`config.mk`:
```
export PLATFORM = sky130hd
export DESIGN_NAME = pio_top
export DESIGN_NICKNAME = d
export VERILOG_FILES = /design/src/inc/pio_pkg.sv /design/src/design/pio_sync.sv /design/src/design/pio_top.sv
export SDC_FILE = /design/constraint.sdc
export NUM_CORES = 1
export LEC_CHECK = 0
export BUFFER_PORTS_ARGS = -buffer_cell sky130_fd_sc_hd__buf_2
export CORE_ASPECT_RATIO = 1.1
export CORE_MARGIN = 4
export CORE_UTILIZATION = 61
export CTS_BUF_LIST = sky130_fd_sc_hd__clkbuf_8
export DETAILED_ROUTE_END_ITERATION = 8
export PLACE_DENSITY = 0.83
export SLEW_MARGIN = 15
export SYNTH_ARGS = -nofsm -noshare
export SYNTH_HDL_FRONTEND = slang
export SYNTH_SLANG_ARGS = --single-unit
```
`constraint.sdc`:
```
create_clock -name CLK -period 3.6 [get_ports CLK]
set_clock_uncertainty 0.2 [all_clocks]
set_input_delay 0.36 -clock CLK [delete_from_list [all_inputs] [get_ports CLK]]
set_output_delay 0.36 -clock CLK [all_outputs]
set_load 0.05 [all_outputs]
```
`src/inc/pio_pkg.sv`:
```
package pio_pkg;
    localparam int unsigned  ADDR_W       = 16;
    localparam int unsigned  DATA_W       = 8;
    localparam int unsigned  PORT_W       = 32;
    localparam int unsigned  JMP_W        = 8;
    // Fixed decode: A15..A13 = 100, A11..A9 = 111
    localparam logic [2:0]   HI_FIXED     = 3'h4;
    localparam logic [2:0]   MID_FIXED    = 3'h7;
    localparam int unsigned  HI_LSB       = 13;
    localparam int unsigned  MID_LSB      = 9;
    localparam int unsigned  JBANK_BIT    = 12;
    localparam int unsigned  JLOW_LSB     = 2;
    localparam int unsigned  JLOW_MSB     = 8;
    localparam logic [31:0]  OUT_RST      = 32'h0000_0000;
    localparam logic [7:0]   RDATA_RST    = 8'h00;
    localparam logic [7:0]   JMP_NONE     = 8'hFF;

    typedef struct packed {
        logic [ADDR_W-1:0] addr;
        logic [DATA_W-1:0] wdata;
        logic              rnw;
        logic              strobe;
        logic              phi2;
    } pio_bus_s;
endpackage

```
`src/design/pio_sync.sv`:
```
`timescale 1ns/1ps
`default_nettype none
module pio_sync #(
    parameter int unsigned W = 1
) (
    input  wire logic         clk,    // Clock
    input  wire logic         rst_n,  // Async reset, active low
    input  wire logic [W-1:0] d,      // Asynchronous input
    output logic      [W-1:0] q       // Synchronised output
);
    typedef struct packed {
        logic [W-1:0] s1;
        logic [W-1:0] s2;
    } pio_sync_s;
    pio_sync_s st_reg;
    pio_sync_s st_next;
    always_comb begin
        st_next    = st_reg;
        st_next.s1 = d;
        st_next.s2 = st_reg.s1;
    end
    always_ff @(posedge clk or negedge rst_n) begin
        if (!rst_n) begin
            st_reg <= '0;
        end else begin
            st_reg <= st_next;
        end
    end
    assign q = st_reg.s2;
endmodule
`default_nettype wire

```
`src/design/pio_top.sv`:
```
`timescale 1ns/1ps
`default_nettype none
module pio_top #(
    parameter int unsigned ADDR_W = pio_pkg::ADDR_W, // Bus address width
    parameter int unsigned DATA_W = pio_pkg::DATA_W, // Bus data width
    parameter int unsigned PORT_W = pio_pkg::PORT_W, // Parallel port width
    parameter int unsigned JMP_W  = pio_pkg::JMP_W   // Jumper count
) (
    input  wire logic              CLK,                        // 10 MHz clock
    input  wire logic              RESETN,                     // Async reset, active low
    input  wire logic [ADDR_W-1:0] ADDR,                       // Bus address
    input  wire logic [DATA_W-1:0] DATA_IN,                    // Bus data in
    output logic      [DATA_W-1:0] DATA_OUT,                   // Bus data out, registered
    output logic                   DATA_OE,                    // Data bus drive enable
    input  wire logic              RNW,                        // High for read
    input  wire logic              VALID_MEMORY_ACCESS_STROBE, // Valid access
    input  wire logic              PHI2,                       // Phase-two bus clock
    input  wire logic [JMP_W-1:0]  JUMPER_N,                   // Jumpers, low when fitted
    input  wire logic [PORT_W-1:0] PAR_IN,                     // External inputs
    output logic      [PORT_W-1:0] PAR_OUT                     // Latched outputs
);
    localparam int unsigned SW    = ADDR_W + DATA_W + 3;
    localparam int unsigned LANES = PORT_W / DATA_W;

    // Decode and byte lanes are fixed by the bus, so other widths cannot be served
    if (ADDR_W != 16) begin : g_bad_addr
        $error("pio_top: ADDR_W must be 16");
    end
    if (DATA_W != 8) begin : g_bad_data
        $error("pio_top: DATA_W must be 8");
    end
    if (LANES != 4 || PORT_W != LANES * DATA_W) begin : g_bad_port
        $error("pio_top: PORT_W must be four bytes");
    end
    if (JMP_W != 8) begin : g_bad_jmp
        $error("pio_top: JMP_W must be 8");
    end
    if (SW != $bits(pio_pkg::pio_bus_s)) begin : g_bad_bus
        $error("pio_top: bus bundle width mismatch");
    end

    pio_pkg::pio_bus_s  bus_raw;
    pio_pkg::pio_bus_s  bus;
    logic [SW-1:0]      bus_q;
    logic [JMP_W-1:0]   jmp;
    logic [PORT_W-1:0]  pin;
    logic               sel;
    logic [1:0]         bsel;
    logic               rd_hit;
    logic               wr_hit;
    logic               wr_strobe;

    typedef struct packed {
        logic                phi2_d;
        logic [PORT_W-1:0]   outl;
        logic [DATA_W-1:0]   rdata;
        logic                oe;
    } pio_top_s;
    pio_top_s st_reg;
    pio_top_s st_next;

    // All bus and pin inputs are asynchronous to CLK
    assign bus_raw = '{addr: ADDR, wdata: DATA_IN, rnw: RNW,
                       strobe: VALID_MEMORY_ACCESS_STROBE, phi2: PHI2};
    // One synchroniser for the whole bus keeps address, data and strobes aligned
    pio_sync #(
        .W(SW)
    ) u_sbus (
        .clk   (CLK),
        .rst_n (RESETN),
        .d     (bus_raw),
        .q     (bus_q)
    );
    pio_sync #(
        .W(JMP_W)
    ) u_sjmp (
        .clk   (CLK),
        .rst_n (RESETN),
        .d     (JUMPER_N),
        .q     (jmp)
    );
    pio_sync #(
        .W(PORT_W)
    ) u_spin (
        .clk   (CLK),
        .rst_n (RESETN),
        .d     (PAR_IN),
        .q     (pin)
    );
    assign bus = pio_pkg::pio_bus_s'(bus_q);

    // Open jumper reads 1, so none fitted decodes 9FFC
    function automatic logic sel_hit(input logic [15:0] a, input logic [7:0] j);
        logic hit;
        hit = (a[15:pio_pkg::HI_LSB] == pio_pkg::HI_FIXED)
            && (a[11:pio_pkg::MID_LSB] == pio_pkg::MID_FIXED)
            && (a[pio_pkg::JBANK_BIT] == j[7])
            && (a[pio_pkg::JLOW_MSB:pio_pkg::JLOW_LSB] == j[6:0]);
        return hit;
    endfunction

    // Byte lane of the port word picked by the two low address bits
    function automatic logic [7:0] lane_get(input logic [31:0] w, input logic [1:0] idx);
        logic [7:0] b;
        b = w[8*idx +: 8];
        return b;
    endfunction

    // Port word with one byte lane replaced, the others untouched
    function automatic logic [31:0] lane_put(input logic [31:0] w, input logic [1:0] idx, input logic [7:0] b);
        logic [31:0] r;
        r = w;
        r[8*idx +: 8] = b;
        return r;
    endfunction

    assign sel       = bus.strobe && sel_hit(bus.addr, jmp);
    assign bsel      = bus.addr[1:0];
    assign rd_hit    = sel && bus.rnw && bus.phi2;
    assign wr_hit    = sel && !bus.rnw;
    assign wr_strobe = wr_hit && st_reg.phi2_d && !bus.phi2;

    always_comb begin
        st_next        = st_reg;
        st_next.phi2_d = bus.phi2;
        // Read data driven for the whole phase-two high time
        st_next.oe     = rd_hit;
        if (rd_hit) begin
            st_next.rdata = lane_get(pin, bsel);
        end
        // Write captured on the falling edge of phase two, when data is stable
        if (wr_strobe) begin
            st_next.outl = lane_put(st_reg.outl, bsel, bus.wdata);
        end
    end

    always_ff @(posedge CLK or negedge RESETN) begin
        if (!RESETN) begin
            st_reg <= '{phi2_d: 1'b0, outl: pio_pkg::OUT_RST, rdata: pio_pkg::RDATA_RST, oe: 1'b0};
        end else begin
            st_reg <= st_next;
        end
    end

    assign DATA_OUT = st_reg.rdata;
    assign DATA_OE  = st_reg.oe;
    assign PAR_OUT  = st_reg.outl;

    a_oe_only_read: assert property (@(posedge CLK) disable iff (!RESETN)
        DATA_OE |-> $past(rd_hit))
        else $error("data bus driven outside own read");

    a_out_hold: assert property (@(posedge CLK) disable iff (!RESETN)
        !$past(wr_hit) |-> $stable(PAR_OUT))
        else $error("output latch changed without write");

    a_write_load: assert property (@(posedge CLK) disable iff (!RESETN)
        wr_strobe |=> lane_get(PAR_OUT, $past(bsel)) == $past(bus.wdata))
        else $error("write byte not latched");

    a_read_data: assert property (@(posedge CLK) disable iff (!RESETN)
        rd_hit |=> DATA_OUT == $past(lane_get(pin, bsel)))
        else $error("read byte mismatch");

    a_default_base: assert property (@(posedge CLK) disable iff (!RESETN)
        (jmp == pio_pkg::JMP_NONE && bus.addr == 16'h9FFC && bus.strobe) |-> sel)
        else $error("default base not decoded");

    a_range_only: assert property (@(posedge CLK) disable iff (!RESETN)
        sel |-> (bus.addr[15:9] == {pio_pkg::HI_FIXED, 1'b0, pio_pkg::MID_FIXED}
              || bus.addr[15:9] == {pio_pkg::HI_FIXED, 1'b1, pio_pkg::MID_FIXED}))
        else $error("decode outside ranges");

    a_strobe_needed: assert property (@(posedge CLK) disable iff (!RESETN)
        !bus.strobe |=> !DATA_OE)
        else $error("access without strobe");

    a_other_lanes: assert property (@(posedge CLK) disable iff (!RESETN)
        wr_strobe |=> PAR_OUT == lane_put($past(PAR_OUT), $past(bsel), $past(bus.wdata)))
        else $error("write disturbed another byte");

    a_oe_on_read: assert property (@(posedge CLK) disable iff (!RESETN)
        rd_hit |=> DATA_OE)
        else $error("own read not driven");

    a_read_no_write: assert property (@(posedge CLK) disable iff (!RESETN)
        (sel && bus.rnw) |=> $stable(PAR_OUT))
        else $error("read changed output latch");

    a_miss_no_write: assert property (@(posedge CLK) disable iff (!RESETN)
        !sel |=> $stable(PAR_OUT))
        else $error("unselected access changed latch");

    a_rdata_hold: assert property (@(posedge CLK) disable iff (!RESETN)
        !$past(rd_hit) |-> $stable(DATA_OUT))
        else $error("read byte changed without read");

    a_oe_release: assert property (@(posedge CLK) disable iff (!RESETN)
        !rd_hit |=> !DATA_OE)
        else $error("data bus left driven");

    a_sel_bank: assert property (@(posedge CLK) disable iff (!RESETN)
        sel |-> bus.addr[pio_pkg::JBANK_BIT] == jmp[7])
        else $error("bank bit not compared");

    a_sel_low: assert property (@(posedge CLK) disable iff (!RESETN)
        sel |-> bus.addr[pio_pkg::JLOW_MSB:pio_pkg::JLOW_LSB] == jmp[6:0])
        else $error("low address bits not compared");

    // A latch change must come from a phase-two fall, never from the rise
    a_write_phase: assert property (@(posedge CLK) disable iff (!RESETN)
        $changed(PAR_OUT) |-> $past(wr_strobe))
        else $error("latch changed outside phase-two fall");

    // Read data must track the lane of the synchronised inputs while driven
    a_read_lane: assert property (@(posedge CLK) disable iff (!RESETN)
        $past(rd_hit) |-> DATA_OUT == $past(lane_get(pin, bsel)))
        else $error("driven byte not from inputs");
endmodule
`default_nettype wire

```
==> results.sh <==
export IMPL_status="finished clean"
export IMPL_grt_ovfl_total=0
export IMPL_track_usage_pct=22.99
export IMPL_grt_max_degree=74
export IMPL_path_max_fanout=11
export IMPL_grt_pass1_vias=3697
export IMPL_critPathLaunchType="register"
export IMPL_reg2reg_slack_ns=1.06
export IMPL_arrival_ns=2.70
export IMPL_drtAntennaViolNets=0
export IMPL_hold_class="register to register"
export IMPL_die_h_um=111.3
export IMPL_required_ns=3.75
export IMPL_hold_slack_ns=0.1443
export IMPL_grt_pass1_wl_um=19090
export IMPL_place_gp_congestion=0.7640
export IMPL_yosysMostFrequentCell="dfrtp_1"
export IMPL_fmax_mhz=393.3
export IMPL_via_per_inst=4.837
export IMPL_synth_area_per_cell_um2=16.04
export IMPL_num_rows=37
export IMPL_postCtsResizedCells=0
export IMPL_die_x_um=101.9
export IMPL_setup_viol_count_final=0
export IMPL_dpl_cell_area_um2=6327
export IMPL_p_total_mw=3.775
export IMPL_ys_types=21
export IMPL_yosysSeqAreaShare_pct=74.40
export IMPL_hpwl_um=6786
export IMPL_core_area_um2=9398
export IMPL_antenna_found_initial=1
export IMPL_tightest_slew_ns=0.9388
export IMPL_final_nets=600
export IMPL_htreeDepth=4
export IMPL_synth_area_leaders="dfrtp_1, mux2i_1, buf_4"
export IMPL_power_per_cell_area_nw_per_um2=506.3
export IMPL_synth_cells=369
export IMPL_critPathCaptureType="register"
export IMPL_multi_input_area_um2=1067
export IMPL_async_flop_share_pct=100.0
export IMPL_rsz0062_at_grt="no"
export IMPL_slew_headroom_pct=37.28
export IMPL_first_iter_violations=162
export IMPL_synth_commonest_cells="dfrtp_1, buf_4, nand2_1, inv_1, mux2i_1"
export IMPL_cts_num_sinks=176
export IMPL_fillers=531
export IMPL_fin_area_um2=7456
export IMPL_numCtsBuffers=17
export IMPL_insertion_delay_ns=0.44
export IMPL_synth_fp_nets=443
export IMPL_clockRootBuffer="clkbuf_8"
export IMPL_slew_violations=0
export IMPL_finalHoldViolCount=0
export IMPL_portBuffers=109
export IMPL_synthFlopType="dfrtp_1"
export IMPL_synth_top_cell_area_share_pct=74.40
export IMPL_cts_tree="yes"
export IMPL_drive_gt1_share_pct=30.98
export IMPL_wl_per_cell_um=17.79
export IMPL_drcViolationCount=0
export IMPL_yosys_area_top_type="dfrtp_1"
export IMPL_drtPass1Iterations=4
export IMPL_ios=110
export IMPL_die_area_um2=11350
export IMPL_start_util_pct=62.99
export IMPL_clockBufferDepth=2
export IMPL_drv_cap=0
export IMPL_period_minus_slack_ns=2.543
export IMPL_clk_pin_slew_worst_paths_ns=0.09
export IMPL_register_area_um2=4404
export IMPL_area_growth_syn_to_layout_pct=25.96
export IMPL_timing_final_crit_share_pct=70.63
export IMPL_ys_ff_latch=176
export IMPL_p_leak_nw=3.544
export IMPL_ys_warnings_count=0
export IMPL_vias=3178
export IMPL_synth_edf_count=0
export IMPL_finalSetupTns_ns=0
export IMPL_ir_drop_mv=0.5775
export IMPL_syn_area_um2=5919
export IMPL_wirelength_um=11690
export IMPL_setup_worst_path_class="register to register"
[path summary, 6_finish.rpt]
kind	start	endpoint	cells past startpoint
setup / recovery	u_sbus.q[12]	PAR_OUT[1]	5
hold / removal	u_spin.st_next[26]	u_spin.q[26]	0
setup reg to reg	u_sbus.q[12]	PAR_OUT[1]	5
hold reg to reg	u_spin.st_next[26]	u_spin.q[26]	0
max in group asynchronous	RESETN	u_spin.q[7]	3
min in group asynchronous	RESETN	PAR_OUT[5]	2
[report_power, final]
part	internal [mW]	switching, mW	total, mW
clock	0.798	0.686	1.48
sequential	2.05	0.0355	2.09
combinational	0.107	0.0967	0.204
total	2.96	0.819	3.78
[repair_timing]
action / 4_1_cts / 5_1_grt
hold buffers: 68 / 0
setup buffers: 0 / 0
hold endpoints to repair: 137 / 0
[placed cells by master (no fill, tap or decap), types with 2 or more instances in the layout]
cell | Yosys | final
dfrtp_1 | 176 | 176
nand4_2 | 2 | 2
bufinv_16 | 0 | 4
nand2_1 | 38 | 38
nor4_4 | 5 | 5
ha_1 | 5 | 5
nor3b_1 | 4 | 4
inv_1 | 34 | 35
mux4_2 | 8 | 8
nand4_1 | 2 | 2
buf_2 | 1 | 108
buf_4 | 40 | 4
mux2_2 | 7 | 7
clkbuf_8 | 0 | 19
clkinv_2 | 0 | 3
inv_6 | 0 | 2
mux2i_1 | 32 | 32
xnor2_1 | 8 | 8
dlygate4sd3_1 | 0 | 68
[stage by stage]
stage               worst slack, ns  util (%)  cells
floorplan                     1.413         -    369
global placement              1.192     67.33    556
detailed placement            1.081     67.33    556
CTS                           1.070     79.31    656
global route                 0.8149     79.34    657
finish                        1.057     79.34    657
[kinds of logic after synthesis]
| group | synth area share, % |
|---|---|
| muxes | 9.977 |
| xor gates and xnor gates | 1.184 |
| adders and majority gates | 1.057 |
| buffers and inverters | 7.567 |
| DFF | 74.40 |
| and+or+nand+nor | 5.813 |
[layer usage]
metal  global-route usage, %  vias up  share of wire (%)
li1                        -     1458                  -
met1                   25.27     1579                 35
met2                   40.84      111                 56
met3                   6.042       30                5.6
met4                   10.76        0                3.5
met5                       0        -                  0
[worst max-delay path, cell delays in order (launching register included)]
cell	delay, ns
dfrtp_1	0.67
inv_1	0.16
ha_1	0.34
nor3b_1	0.79
nand2_1	0.12
mux2i_1	0.18
[area by class of cell]
class	instances	share of cell area, %
Inverter	34	1.712
Clock buffer	19	3.507
Sequential cell	176	59.07
Timing Repair Buffer	181	16.93
Tap cell	117	1.963
Clock inverter	13	2.467
Antenna cell	1	0.03356
Multi-Input combinational cell	116	14.31
(Power assumes the default switching activity.)
